## config.mk

```make
export PLATFORM = sky130hd
export DESIGN_NAME = mts_top
export DESIGN_NICKNAME = d
export VERILOG_FILES = /design/src/hdl/mts_pkg.sv /design/src/hdl/mts_tone_gen.sv /design/src/hdl/mts_note_timer.sv /design/src/hdl/mts_top.sv
export SDC_FILE = /design/constraint.sdc
export NUM_CORES = 1
export LEC_CHECK = 0
export BUFFER_PORTS_ARGS = -buffer_cell sky130_fd_sc_hd__buf_4
export CORE_ASPECT_RATIO = 0.8
export CORE_MARGIN = 2
export CORE_UTILIZATION = 27
export DETAILED_ROUTE_END_ITERATION = 8
export PLACE_DENSITY = 0.46
export SYNTH_ARGS = -nofsm -noshare
export SYNTH_HDL_FRONTEND = slang
export SYNTH_SLANG_ARGS = --single-unit
```

## constraint.sdc

```tcl
create_clock -name sys_clk_i -period 5.4 [get_ports sys_clk_i]
set_input_delay 1.08 -clock sys_clk_i [delete_from_list [all_inputs] [get_ports sys_clk_i]]
set_output_delay 1.08 -clock sys_clk_i [all_outputs]
set_load 0.05 [all_outputs]
```

## src/hdl/mts_pkg.sv

```systemverilog
// package for the melody tone sequencer: register map, field positions,
// reset values, state codes and timing constants.
// assumes a 32-bit APB slave port with one register per aligned word.
package mts_pkg;

  // register byte offsets
  localparam logic [7:0] ADDR_CLK = 8'h00;
  localparam logic [7:0] ADDR_SEL = 8'h04;
  localparam logic [7:0] ADDR_CTL = 8'h08;
  localparam logic [7:0] ADDR_DAT = 8'h0c;
  localparam logic [7:0] ADDR_FLG = 8'h10;
  localparam logic [7:0] ADDR_IEN = 8'h14;
  localparam logic [7:0] ADDR_DMA = 8'h18;

  // sound_clock_ctrl_reg fields
  localparam int CLK_DBG_BIT = 8;
  localparam int CLK_DIV_LSB = 4;
  localparam int CLK_SRC_LSB = 0;
  // sound_select_reg fields
  localparam int SEL_TEMPO_LSB = 8;
  localparam int SEL_INV_BIT = 2;
  localparam int SEL_MODE_LSB = 0;
  // sound_control_reg fields
  localparam int CTL_STOP_BIT = 8;
  localparam int CTL_EN_BIT = 0;
  // sound_buffer_reg fields
  localparam int DAT_TIE_BIT = 15;
  localparam int DAT_REST_BIT = 14;
  localparam int DAT_LEN_LSB = 8;
  localparam int DAT_PITCH_LSB = 0;
  // sound_flag_reg / sound_irq_enable_reg fields
  localparam int FLG_BUSY_BIT = 8;
  localparam int FLG_EMPTY_BIT = 1;
  localparam int FLG_DONE_BIT = 0;

  // reset values
  localparam logic [15:0] DAT_RESET = 16'h00ff;
  localparam logic EMPTY_RESET = 1'b1;

  localparam logic [1:0] MODE_MELODY = 2'h2;
  localparam logic [2:0] DIV_RESERVED = 3'h7;
  // divider ratio at code 0 is 16; reserved code 0x7 gives 1
  localparam logic [10:0] DIV_BASE = 11'h010;

  // sound ticks per thirty-second note at the fastest tempo (code 0)
  localparam logic [13:0] UNIT_TICKS_BASE = 14'h0200;
  // silent sound ticks at the head of an untied note
  localparam logic [5:0] ARTIC_TICKS = 6'h10;

  typedef enum logic [1:0] {
    ST_IDLE = 2'b01,
    ST_PLAY = 2'b10
  } mts_state_t;

endpackage

```

## src/hdl/mts_tone_gen.sv

```systemverilog
// tone divider: one period per pitch code plus one sound ticks.
// assumes tick_i is a single-cycle enable in the system clock domain.
`timescale 1ns/1ns
module mts_tone_gen (
  // clock and reset
  input wire logic sys_clk_i,
  input wire logic reset_n_i,
  // control
  input wire logic tick_i,
  input wire logic restart_i,
  input wire logic [7:0] pitch_i,
  // tone level
  output logic tone_o
);
  import mts_pkg::*;

  logic [7:0] cnt;
  logic [7:0] next_cnt;
  logic [8:0] half;

  always_comb begin
    half = ({1'b0, pitch_i} + 9'h001) >> 1;
    next_cnt = cnt;
    if (restart_i) begin
      next_cnt = 8'h00;
    end else if (tick_i) begin
      // >= keeps a pitch change mid-period from running past the end
      next_cnt = (cnt >= pitch_i) ? 8'h00 : cnt + 8'h01;
    end
    tone_o = {1'b0, cnt} < half;
  end

  always_ff @(posedge sys_clk_i) begin
    if (!reset_n_i) begin
      cnt <= 8'h00;
    end else begin
      cnt <= next_cnt;
    end
  end

endmodule

```

## src/hdl/mts_note_timer.sv

```systemverilog
// note length timer: (length code + 1) thirty-second units, each unit
// UNIT_TICKS_BASE * (tempo + 1) sound ticks long.
// assumes start_i and tick_i are single-cycle enables.
`timescale 1ns/1ns
module mts_note_timer (
  // clock and reset
  input wire logic sys_clk_i,
  input wire logic reset_n_i,
  // control
  input wire logic tick_i,
  input wire logic start_i,
  input wire logic [3:0] tempo_i,
  input wire logic [5:0] len_i,
  // status
  output logic done_o,
  output logic head_o
);
  import mts_pkg::*;

  logic [13:0] unit_cnt;
  logic [5:0] len_cnt;
  logic [5:0] len_reg;
  logic [5:0] head_cnt;
  logic [13:0] next_unit_cnt;
  logic [5:0] next_len_cnt;
  logic [5:0] next_len_reg;
  logic [5:0] next_head_cnt;
  logic [13:0] unit_last;
  logic unit_end;

  always_comb begin
    unit_last = ({10'h000, tempo_i} + 14'h0001) * UNIT_TICKS_BASE
                - 14'h0001;
    // tempo may change under a note; >= ends the unit at once
    unit_end = unit_cnt >= unit_last;
    done_o = tick_i && unit_end && (len_cnt == len_reg);
    head_o = head_cnt < ARTIC_TICKS;
    next_unit_cnt = unit_cnt;
    next_len_cnt = len_cnt;
    next_len_reg = len_reg;
    next_head_cnt = head_cnt;
    if (start_i) begin
      next_unit_cnt = 14'h0000;
      next_len_cnt = 6'h00;
      next_len_reg = len_i;
      next_head_cnt = 6'h00;
    end else if (tick_i) begin
      if (head_o) begin
        next_head_cnt = head_cnt + 6'h01;
      end
      if (unit_end) begin
        next_unit_cnt = 14'h0000;
        next_len_cnt = len_cnt + 6'h01;
      end else begin
        next_unit_cnt = unit_cnt + 14'h0001;
      end
    end
  end

  always_ff @(posedge sys_clk_i) begin
    if (!reset_n_i) begin
      unit_cnt <= 14'h0000;
      len_cnt <= 6'h00;
      len_reg <= 6'h00;
      head_cnt <= 6'h00;
    end else begin
      unit_cnt <= next_unit_cnt;
      len_cnt <= next_len_cnt;
      len_reg <= next_len_reg;
      head_cnt <= next_head_cnt;
    end
  end

endmodule

```

## src/hdl/mts_top.sv

```systemverilog
// melody tone sequencer: APB registers, one-deep sound buffer, melody
// sequencing, buzzer pin pair, interrupt and DMA request outputs.
// assumes one system clock; the sound clock is a tick derived inside.
// Operation
// software sets output mode 0x2 and tempo before the first note word.
// a buffer write clears buffer-empty and starts or continues output.
// note trigger moves buffer to active word, sets empty and busy.
// trigger with empty buffer stops output, sets done, clears busy.
// software writes a word, then waits for buffer-empty, until melody ends.
// DMA request per enabled channel while buffer-empty is set.
// host DMA uses halfword basic transfers, source +2, fixed destination.
// length codes 0x0f to 0x00 give half through thirty-second; rest bit.
// a tied note follows the previous one with no gap.
// eight-bit pitch code sets the tone frequency.
// writing one to the stop bit also sets buffer-empty.
// done flag clears on write of one or on a buffer write.
// interrupt only while an enabled flag is set.
// software never enables empty interrupt and DMA request together.
// software clears DMA enable once the DMA transfer ends.
// debug keep bit decides whether the sound clock runs in debug halt.
// during a rest the true pin is low and the inverted pin high.
// tempo code selects 480 down to 30 quarter notes per minute.
// divider code selects 1/16 doubling to 1/1024 at code 0x6.
// DMA enable holds one bit per channel; unimplemented ones do nothing.
// note length is code plus one thirty-second units set by tempo.
// one tone period lasts pitch code plus one sound ticks.
`timescale 1ns/1ns
module mts_top #(
  parameter int OSC_DIV = 95,
  parameter int DMA_CHANNELS = 16
) (
  // clock and reset
  input wire logic sys_clk_i,
  input wire logic reset_n_i,
  // apb slave
  input wire logic psel_i,
  input wire logic penable_i,
  input wire logic pwrite_i,
  input wire logic [7:0] paddr_i,
  input wire logic [31:0] pwdata_i,
  input wire logic [3:0] pstrb_i,
  output logic [31:0] prdata_o,
  output logic pready_o,
  output logic pslverr_o,
  // system
  input wire logic debug_halt_i,
  // buzzer pins
  output logic buzzer_out_o,
  output logic buzzer_out_n_o,
  // requests
  output logic sound_irq_o,
  output logic [15:0] dma_req_o
);
  import mts_pkg::*;

  localparam int OSC_W = $clog2(OSC_DIV + 1);
  localparam logic [OSC_W-1:0] OSC_LAST = OSC_W'(OSC_DIV - 1);

  mts_state_t state, next_state;
  logic [OSC_W-1:0] osc_cnt, next_osc_cnt;
  logic [9:0] div_cnt, next_div_cnt;
  logic dbg_keep, next_dbg_keep;
  logic [2:0] clk_div, next_clk_div;
  logic [1:0] clk_src, next_clk_src;
  logic [3:0] tempo, next_tempo;
  logic out_inv, next_out_inv;
  logic [1:0] out_mode, next_out_mode;
  logic gen_en, next_gen_en;
  logic [15:0] buf_word, next_buf_word;
  logic buf_full, next_buf_full;
  logic [15:0] act_word, next_act_word;
  logic busy_flag, next_busy_flag;
  logic empty_flag, next_empty_flag;
  logic done_flag, next_done_flag;
  logic [1:0] irq_en, next_irq_en;
  logic [15:0] dma_en, next_dma_en;
  logic [31:0] rdata, next_rdata;
  logic buzz, next_buzz;

  logic osc_tick, run, snd_tick;
  logic [10:0] div_mask;
  logic apb_wr, apb_rd_setup, hit;
  logic dat_wr, stop_wr, trig, note_start;
  logic note_done, note_head, tone;
  logic [15:0] dma_impl;

  // channels past DMA_CHANNELS are tied off here, whatever is written
  genvar g;
  generate
    for (g = 0; g < 16; g++) begin : g_dma
      assign dma_impl[g] = (g < DMA_CHANNELS);
      assign dma_req_o[g] = empty_flag & dma_en[g] & dma_impl[g];
    end
  endgenerate

  assign pready_o = 1'b1;
  assign prdata_o = rdata;
  assign sound_irq_o = (empty_flag & irq_en[FLG_EMPTY_BIT])
                     | (done_flag & irq_en[FLG_DONE_BIT]);
  assign buzzer_out_o = buzz;
  assign buzzer_out_n_o = ~buzz;

  // sound clock tick: oscillator prescale then power-of-two divider
  always_comb begin
    hit = (paddr_i == ADDR_CLK) || (paddr_i == ADDR_SEL)
       || (paddr_i == ADDR_CTL) || (paddr_i == ADDR_DAT)
       || (paddr_i == ADDR_FLG) || (paddr_i == ADDR_IEN)
       || (paddr_i == ADDR_DMA);
    pslverr_o = psel_i && penable_i && !hit;
    // debug halt freezes the tick unless the keep bit is set
    run = gen_en && !(debug_halt_i && !dbg_keep);
    osc_tick = run && (osc_cnt == OSC_LAST);
    div_mask = (clk_div == DIV_RESERVED) ? 11'h000
             : (DIV_BASE << clk_div) - 11'h001;
    snd_tick = osc_tick && ((div_cnt & div_mask[9:0]) == div_mask[9:0]);
    next_osc_cnt = osc_cnt;
    next_div_cnt = div_cnt;
    if (run) begin
      next_osc_cnt = osc_tick ? '0 : osc_cnt + OSC_W'(1);
    end
    if (osc_tick) begin
      next_div_cnt = div_cnt + 10'h001;
    end
  end

  mts_note_timer u_timer (
    .sys_clk_i(sys_clk_i),
    .reset_n_i(reset_n_i),
    .tick_i(snd_tick),
    .start_i(note_start),
    .tempo_i(tempo),
    .len_i(buf_word[DAT_LEN_LSB +: 6]),
    .done_o(note_done),
    .head_o(note_head)
  );

  mts_tone_gen u_tone (
    .sys_clk_i(sys_clk_i),
    .reset_n_i(reset_n_i),
    .tick_i(snd_tick),
    .restart_i(note_start),
    .pitch_i(act_word[DAT_PITCH_LSB +: 8]),
    .tone_o(tone)
  );

  always_comb begin
    apb_wr = psel_i && penable_i && pwrite_i;
    apb_rd_setup = psel_i && !penable_i && !pwrite_i;
    // byte writes to the buffer are ignored: only full halfwords count
    dat_wr = apb_wr && (paddr_i == ADDR_DAT) && (pstrb_i[1:0] == 2'b11);
    stop_wr = apb_wr && (paddr_i == ADDR_CTL) && pstrb_i[1]
           && pwdata_i[CTL_STOP_BIT];
    trig = snd_tick && (((state == ST_IDLE) && buf_full
           && (out_mode == MODE_MELODY)) || ((state == ST_PLAY) && note_done));
    note_start = trig && buf_full;

    next_state = state;
    next_dbg_keep = dbg_keep;
    next_clk_div = clk_div;
    next_clk_src = clk_src;
    next_tempo = tempo;
    next_out_inv = out_inv;
    next_out_mode = out_mode;
    next_gen_en = gen_en;
    next_buf_word = buf_word;
    next_buf_full = buf_full;
    next_act_word = act_word;
    next_busy_flag = busy_flag;
    next_empty_flag = empty_flag;
    next_done_flag = done_flag;
    next_irq_en = irq_en;
    next_dma_en = dma_en;
    next_rdata = rdata;

    if (apb_wr) begin
      unique case (paddr_i)
        ADDR_CLK: begin
          // clock settings are frozen while the generator is enabled
          if (!gen_en) begin
            if (pstrb_i[1]) next_dbg_keep = pwdata_i[CLK_DBG_BIT];
            if (pstrb_i[0]) next_clk_div = pwdata_i[CLK_DIV_LSB +: 3];
            if (pstrb_i[0]) next_clk_src = pwdata_i[CLK_SRC_LSB +: 2];
          end
        end
        ADDR_SEL: begin
          if (pstrb_i[1]) next_tempo = pwdata_i[SEL_TEMPO_LSB +: 4];
          if (pstrb_i[0]) next_out_inv = pwdata_i[SEL_INV_BIT];
          if (pstrb_i[0]) next_out_mode = pwdata_i[SEL_MODE_LSB +: 2];
        end
        ADDR_CTL: begin
          if (pstrb_i[0]) next_gen_en = pwdata_i[CTL_EN_BIT];
        end
        ADDR_FLG: begin
          if (pstrb_i[0] && pwdata_i[FLG_DONE_BIT]) begin
            next_done_flag = 1'b0;
          end
        end
        ADDR_IEN: begin
          if (pstrb_i[0]) next_irq_en = pwdata_i[1:0];
        end
        ADDR_DMA: begin
          if (pstrb_i[0]) next_dma_en[7:0] = pwdata_i[7:0];
          if (pstrb_i[1]) next_dma_en[15:8] = pwdata_i[15:8];
        end
        default: begin
        end
      endcase
    end
    if (dat_wr) begin
      next_done_flag = 1'b0;
    end

    // trigger acts after the clears so that a same-cycle set wins
    if (trig) begin
      if (buf_full) begin
        next_act_word = buf_word;
        next_buf_full = 1'b0;
        next_empty_flag = 1'b1;
        next_busy_flag = 1'b1;
        next_state = ST_PLAY;
      end else begin
        next_state = ST_IDLE;
        next_busy_flag = 1'b0;
        next_done_flag = 1'b1;
      end
    end

    // a word written with the trigger lands in the freed buffer
    if (dat_wr) begin
      next_buf_word = pwdata_i[15:0];
      next_buf_full = 1'b1;
      next_empty_flag = 1'b0;
    end

    if (stop_wr) begin
      next_state = ST_IDLE;
      next_buf_full = 1'b0;
      next_busy_flag = 1'b0;
      next_done_flag = 1'b1;
      next_empty_flag = 1'b1;
    end

    // read data is captured in the setup cycle
    if (apb_rd_setup) begin
      next_rdata = 32'h0000_0000;
      unique case (paddr_i)
        ADDR_CLK: begin
          next_rdata[CLK_DBG_BIT] = dbg_keep;
          next_rdata[CLK_DIV_LSB +: 3] = clk_div;
          next_rdata[CLK_SRC_LSB +: 2] = clk_src;
        end
        ADDR_SEL: begin
          next_rdata[SEL_TEMPO_LSB +: 4] = tempo;
          next_rdata[SEL_INV_BIT] = out_inv;
          next_rdata[SEL_MODE_LSB +: 2] = out_mode;
        end
        ADDR_CTL: next_rdata[CTL_EN_BIT] = gen_en;
        ADDR_DAT: next_rdata[15:0] = buf_word;
        ADDR_FLG: begin
          next_rdata[FLG_BUSY_BIT] = busy_flag;
          next_rdata[FLG_EMPTY_BIT] = empty_flag;
          next_rdata[FLG_DONE_BIT] = done_flag;
        end
        ADDR_IEN: next_rdata[1:0] = irq_en;
        ADDR_DMA: next_rdata[15:0] = dma_en & dma_impl;
        default: next_rdata = 32'h0000_0000;
      endcase
    end

    // rest holds the true pin low; an untied note starts with a short gap
    next_buzz = (state == ST_PLAY) && !act_word[DAT_REST_BIT]
             && tone && !(note_head && !act_word[DAT_TIE_BIT]);
    if (next_state != ST_PLAY) begin
      next_buzz = 1'b0;
    end
  end

  always_ff @(posedge sys_clk_i) begin
    if (!reset_n_i) begin
      state <= ST_IDLE;
      osc_cnt <= '0;
      div_cnt <= 10'h000;
      dbg_keep <= 1'b0;
      clk_div <= 3'h0;
      clk_src <= 2'h0;
      tempo <= 4'h0;
      out_inv <= 1'b0;
      out_mode <= 2'h0;
      gen_en <= 1'b0;
      buf_word <= DAT_RESET;
      buf_full <= 1'b0;
      act_word <= DAT_RESET;
      busy_flag <= 1'b0;
      empty_flag <= EMPTY_RESET;
      done_flag <= 1'b0;
      irq_en <= 2'h0;
      dma_en <= 16'h0000;
      rdata <= 32'h0000_0000;
      buzz <= 1'b0;
    end else begin
      state <= next_state;
      osc_cnt <= next_osc_cnt;
      div_cnt <= next_div_cnt;
      dbg_keep <= next_dbg_keep;
      clk_div <= next_clk_div;
      clk_src <= next_clk_src;
      tempo <= next_tempo;
      out_inv <= next_out_inv;
      out_mode <= next_out_mode;
      gen_en <= next_gen_en;
      buf_word <= next_buf_word;
      buf_full <= next_buf_full;
      act_word <= next_act_word;
      busy_flag <= next_busy_flag;
      empty_flag <= next_empty_flag;
      done_flag <= next_done_flag;
      irq_en <= next_irq_en;
      dma_en <= next_dma_en;
      rdata <= next_rdata;
      buzz <= next_buzz;
    end
  end
endmodule

```

# Word level (Yosys, flattened, before mapping)
# Index checks and enable logic that the tools add are counted.
classes:
  n_lt_le_gt_ge: 4
  n_mux: 29
  n_reduce_logical: 59
  n_bitwise: 23
  shifts: 1
  add_sub_neg: 10
  eq_ne: 15
ops:
  columns: ["operator", "count"]
  rows:
  - ["1-bit logical AND", 26]
  - ["8-bit by 5-bit equality test with 1-bit output, second input constant", 3]
  - ["1-bit bitwise AND", 18]
  - ["3-bit case mux with 3 select lines", 2]
  - ["3-bit AND reduction", 6]
  - ["8-bit by 4-bit equality test with 1-bit output, second input constant", 2]
  - ["14-bit by 1-bit adder with 14-bit output, second input constant", 1]
  - ["14-bit >= comparator", 1]
  - ["14-bit 2-to-1 mux", 1]
  - ["14-bit by 1-bit subtractor with 14-bit output, second input constant", 1]
  - ["1-bit 2-to-1 mux", 13]
  - ["6-bit by 1-bit adder with 6-bit output, second input constant", 2]
  - ["10-bit by 1-bit adder with 10-bit output, second input constant", 1]
  - ["10-bit bitwise AND", 1]
  - ["10-bit equality test", 1]
  - ["10-bit 2-to-1 mux", 1]
  - ["5-bit by 3-bit << shifter with 10-bit output, first input constant", 1]
  - ["10-bit by 1-bit subtractor with 10-bit output, second input constant", 1]
  - ["8-bit by 1-bit adder with 9-bit output, second input constant", 1]
  - ["8-bit by 1-bit adder with 8-bit output, second input constant", 1]
  - ["8-bit by 3-bit equality test with 1-bit output, second input constant", 1]
  - ["8-bit >= comparator", 1]
  - ["1-bit zero test", 8]
  - ["8-bit zero test", 1]
  - ["other kinds (26)", 46]
totals:
  inputBits: 50
  output_inout_bits: 53
  elab_cells: 167
  regBits: 144

# Longest topological paths before layout
logic_depth:
  depth_word: 15
  depth_mapped: 15
  mapped_depth_nobuf: 13

# Modules after synthesis
# From an unflattened synthesis, not the netlist that was laid out.
hier_totals:
  hier_cells: 833
  hier_area_um2: 7121.8
by_module_without_submodules:
  columns: ["mod", "area_each_um2", "cells_each", "n_inst", "seq_area_each_um2"]
  rows:
  - ["mts_top", 4603.2, 544, 1, 1961.9]
  - ["mts_note_timer", 1642.8, 187, 1, 640.6]
  - ["mts_tone_gen", 875.8, 102, 1, 160.2]

# Worst setup path before layout
# Ideal clock, no wire load.
synth_path:
  path_type: "input to output"
  start: "input port paddr_i[4]"
  end: "output port pslverr_o"
  cell_stages: 3
  arrival_ns: 2.389
  n_path_buf: 1
  path_slack_ns: 1.931
  required_time_ns: 4.320
  path_cell_list: "clkbuf_1 nand3_1 a21oi_1"
synth_between:
  elab_chain_cells: 9
  word_cells_on_any_way: 15
  cone_classes: "eq/ne: 6; reduce/logical: 9"
synth_rtl:
  columns: ["element", "line_no", "rtl"]
  rows:
  - ["start, declared", "mts_top.sv:39", "input wire logic [7:0] paddr_i,"]
  - ["8-bit by 3-bit equality test with 1-bit output or 8-bit zero test (tied branches)", "mts_top.sv:105", "hit = (paddr_i == ADDR_CLK) || (paddr_i == ADDR_SEL)"]
  - ["1-bit logical OR", "mts_top.sv:105", null]
  - ["1-bit logical OR (2 in series)", "mts_top.sv:106", "|| (paddr_i == ADDR_CTL) || (paddr_i == ADDR_DAT)"]
  - ["1-bit logical OR (2 in series)", "mts_top.sv:107", "|| (paddr_i == ADDR_FLG) || (paddr_i == ADDR_IEN)"]
  - ["1-bit logical OR (*)", "mts_top.sv:108", "|| (paddr_i == ADDR_DMA);"]
  - ["1-bit zero test (*)", "mts_top.sv:109", "pslverr_o = psel_i && penable_i && !hit;"]
  - ["1-bit logical AND (*)", "mts_top.sv:109", null]
  - ["end, declared", "mts_top.sv:44", "output logic pslverr_o,"]
# Mark *: on every way between the ends. The rest lies on a longest branch, timed or not.

# Final worst setup path
layout_path:
  start: "register tempo[0]"
  end: "register u_tone.cnt[4]"
layout_between:
  elab_chain_cells: 10
layout_rtl:
  columns: ["element", "line_no", "rtl"]
  rows:
  - ["start, declared", "mts_top.sv:65", "logic [3:0] tempo, next_tempo;"]
  - ["start signal, assigned", "mts_top.sv:307", "tempo <= next_tempo;"]
  - ["4-bit by 1-bit adder with 5-bit output", "mts_note_timer.sv:32", "unit_last = ({10'h000, tempo_i} + 14'h0001) * UNIT_TICKS_BASE"]
  - ["14-bit by 1-bit subtractor with 14-bit output", "mts_note_timer.sv:33", "- 14'h0001;"]
  - ["14-bit >= comparator", "mts_note_timer.sv:35", "unit_end = unit_cnt >= unit_last;"]
  - ["1-bit logical AND (2 in series)", "mts_note_timer.sv:36", "done_o = tick_i && unit_end && (len_cnt == len_reg);"]
  - ["1-bit logical AND", "mts_top.sv:154", "&& (out_mode == MODE_MELODY)) || ((state == ST_PLAY) && note_done));"]
  - ["1-bit logical OR", "mts_top.sv:154", null]
  - ["1-bit logical AND", "mts_top.sv:153", "trig = snd_tick && (((state == ST_IDLE) && buf_full"]
  - ["1-bit logical AND", "mts_top.sv:155", "note_start = trig && buf_full;"]
  - ["2-bit OR reduction (no line)", null, null]
  - ["end signal, assigned", "mts_tone_gen.sv:37", "cnt <= next_cnt;"]
  - ["end, declared", "mts_tone_gen.sv:17", "logic [7:0] cnt;"]
# Every way passes these cells.
# A chain may end at the register's enable or synchronous reset.

==> qor.yml <==
crit_end: "u_tone.cnt[4]$_SDFFE_PP0N_"
end_kind: "register"
antenna_found_initial: 0
yosysUniqueCellTypes: 63
io_buffers: 67
syn_avg_cell_area_um2: 8.612
synth_edf_count: 0
drt_pass1_iterations: 7
gp_congestion: 0.7612
drt-initial-drc-count: 395
slowest_stage: "o21ai_4"
fmax_ghz: 0.2554
critPathTopFamily: "simple AND/OR/NAND/NOR gates"
r2r_cells: 13
final_core_util: 0.3222
die_area_um2: 27700
pre_cts_slack_ns: 1.415
htreeDepth: 4
overflow: 0
r2r-end: "u_tone.cnt[4]$_SDFFE_PP0N_"
use_met1: 0.2105
grt_setup_unrepaired: "no"
finalSetupViolCount: 0
area_growth_syn_to_layout_pct: 18.20
hpwlAfterDp_um: 13570
postCtsSetupBuffers: 0
antenna_cells: 0
ant_nets: 0
io_pins: 103
initial_core_util: 0.2726
maxSlewViolCount: 0
cts.clk_slew.worst_paths_ns: 0.06
max_slew_margin: 0.1571
cts.sink_count: 138
grt_pass1_vias: 5568
async_flop_share: 0
cts-buffers-inserted: 17
slowest_delay_ns: 0.60
ys_seq_elements: 138
vias: 5925
grt_use_met3: 0.03101
critical_path_class: "reg -> reg"
drv_cap: 0
clockBufferDepth: 2
r2r-start: "tempo[0]$_SDFFE_PN0P_"
timing.final.crit_share: 0.7250
worst-path-buf-inv: 0
grt_max_degree: 40
grtUsageTotal: 0.1429
synthCells: 827
ir_drop_v: 0.0002172
grt_pass1_wl_um: 30910
clkLatencyLatePin_ns: 0.43
synth_seq_area_share: 0.3879
rrSetupSlack_ns: 1.49
yosysTopAreaCellShare: 0.3879
cp.depth: 13
skew_ns: 0.01248
finalCriticalPeriod_ns: 3.915
post_cts_resized: 0
busiest_layer: "met1"
start_kind: "register"
die-width_um: 185.6
num_rows: 53
arrival_ns: 4.19
crit_start: "tempo[0]$_SDFFE_PN0P_"
drt-wirelength-per-cell_um: 15.40
status: "completed"
synth_ff_type: "dfxtp_1"
finalSetupTns_ns: 0
worstPathRequired_ns: 5.68
path_cells: "ha_1, nor3b_1, a21oi_1, o22ai_1, nand2_1, xor2_1, ha_1, nand4_1, nor4_1, nor4_1, or2_1, o21ai_4, nor3_1"
ctsHoldBuffers: 0
routed_wl_um: 19170
fp.coreArea_um2: 26130
critPathMaxFanout: 22
die_h_um: 149.3
hold_class: "reg -> reg"
finalHoldViolations: 0
tightest_slew_ns: 1.259
p_leak_nw: 3.114
drc: 0
fin_ws_ns: 1.485
via_per_inst: 4.759
final_layout_size_suffix_gt1_frac: 0.1419
power.total_mw: 2.360
synth_area_leader_cell: "dfxtp_1"
met2_usage: 0.2097
p_per_area_nw_per_um2: 280.3
cts_tree: "built"
cts-root-buf: "clkbuf_16"
netlist_area_um2: 7122
nNetsFinal: 956
synthTopCellsByArea: "dfxtp_1, nor2_1, ha_1"
yosys_warnings: 0
## cell type report
class / count / area, um^2
Fill cell: 2808 / 17710
Multi-Input combinational cell: 616 / 3938
Sequential cell: 138 / 2763
Timing Repair Buffer: 77 / 578.1
Clock buffer: 23 / 478.0
Tap cell: 357 / 446.7
Clock inverter: 8 / 117.6
Inverter: 26 / 97.59
## registers in the layout (all words and copies together), names as in the netlist, 2 cells and up
| signal | flops |
|---|---|
| irq_en | 2 |
| clk_div | 3 |
| u_tone.cnt | 8 |
| out_mode | 2 |
| u_timer.unit_cnt | 14 |
| clk_src | 2 |
| buf_word | 16 |
| tempo | 4 |
| osc_cnt | 7 |
| u_timer.len_cnt | 6 |
| u_timer.head_cnt | 6 |
| prdata_o | 16 |
| state | 2 |
| dma_en | 16 |
| div_cnt | 10 |
| act_word | 16 |
## metal layers
| metal | routed length (um) | part of all wire |
|---|---|---|
| met1 | 10110 | 0.53 |
| met2 | 7916 | 0.41 |
| met3 | 930 | 0.049 |
| met4 | 214 | 0.011 |
| met5 | 0 | 0 |
## worst min-delay path by stage
stage                               from                   endpoint  slack, ns  cells after the start
6_report       buf_word[14]$_SDFFE_PN0P_  buf_word[14]$_SDFFE_PN0P_       0.48                      2
5_1_grt         buf_word[8]$_SDFFE_PN0P_   buf_word[8]$_SDFFE_PN0P_       0.51                      2
4_1_cts        buf_word[14]$_SDFFE_PN0P_  buf_word[14]$_SDFFE_PN0P_       0.48                      2
3_5_place_dp   buf_word[14]$_SDFFE_PN0P_  buf_word[14]$_SDFFE_PN0P_       0.47                      2
3_3_place_gp    buf_word[8]$_SDFFE_PN0P_   buf_word[8]$_SDFFE_PN0P_       0.47                      2
2_1_floorplan   buf_word[8]$_SDFFE_PN0P_   buf_word[8]$_SDFFE_PN0P_       0.44                      2
## worst min-delay path, cell delays in order (launching register included)
cell     delay [ns]
dfxtp_1        0.32
nand2_1        0.06
a21oi_1        0.05
## cell families after synthesis
| family | after synthesis | synth area share |
|---|---|---|
| AOI/OAI and AO/OA | 125 | 0.1175 |
| and+or+nand+nor | 353 | 0.2528 |
| muxes | 37 | 0.05376 |
| adders and majority gates | 30 | 0.05271 |
| other | 2 | 0.001055 |
| buffers and inverters | 88 | 0.06782 |
| xor gates and xnor gates | 54 | 0.06641 |
| DFF | 138 | 0.3879 |
## metrics by stage
| stage | cell area [um^2] | hold slack, ns | instances |
|---|---|---|---|
| after floorplan | 7178 | 0.4448 | 842 |
| after global placement | 7823 | 0.4653 | 1214 |
| after detailed placement | 7823 | 0.4676 | 1214 |
| after CTS | 8418 | 0.4789 | 1245 |
| after global routing | 8418 | 0.5068 | 1245 |
| final | 8418 | 0.4787 | 1245 |
## cell usage in the layout (no fill, tap or decap), drive strengths merged, types with 3 or more instances in the layout
cell and instances:
dfxtp 138, nor2 102, buf 77, nand2 72, nand3 58, xnor2 40
a21oi 40, mux2i 36, nor3 31, ha 30, o21ai 28, inv 26
clkbuf 23, nor4 20, and2 17, conb 17, xor2 14, nand4 13
a211oi 12, a22oi 10, nor3b 7, nand2b 6, nor4b 6, a222oi 5
or3 5, nor2b 4, a211o 4, and3 4, a21o 4, a311oi 4
clkinv 4, a31oi 3, bufinv 3, or2 3
## power by group
group	internal (mW)	switching (mW)
logic	0.0322	0.0948
registers	1.02	0.00400
clock network	0.758	0.447
## synth_stat cells (17+ instances only)
master    count
xnor2_1      40
nor3_1       27
a21oi_1      40
o21ai_0      22
nand3_1      58
nor2_1      102
inv_1        26
clkbuf_1     24
ha_1         30
nand2_1      72
and2_1       17
buf_4        22
dfxtp_1     138
mux2i_1      36
Power figures use the tool's default switching activity.
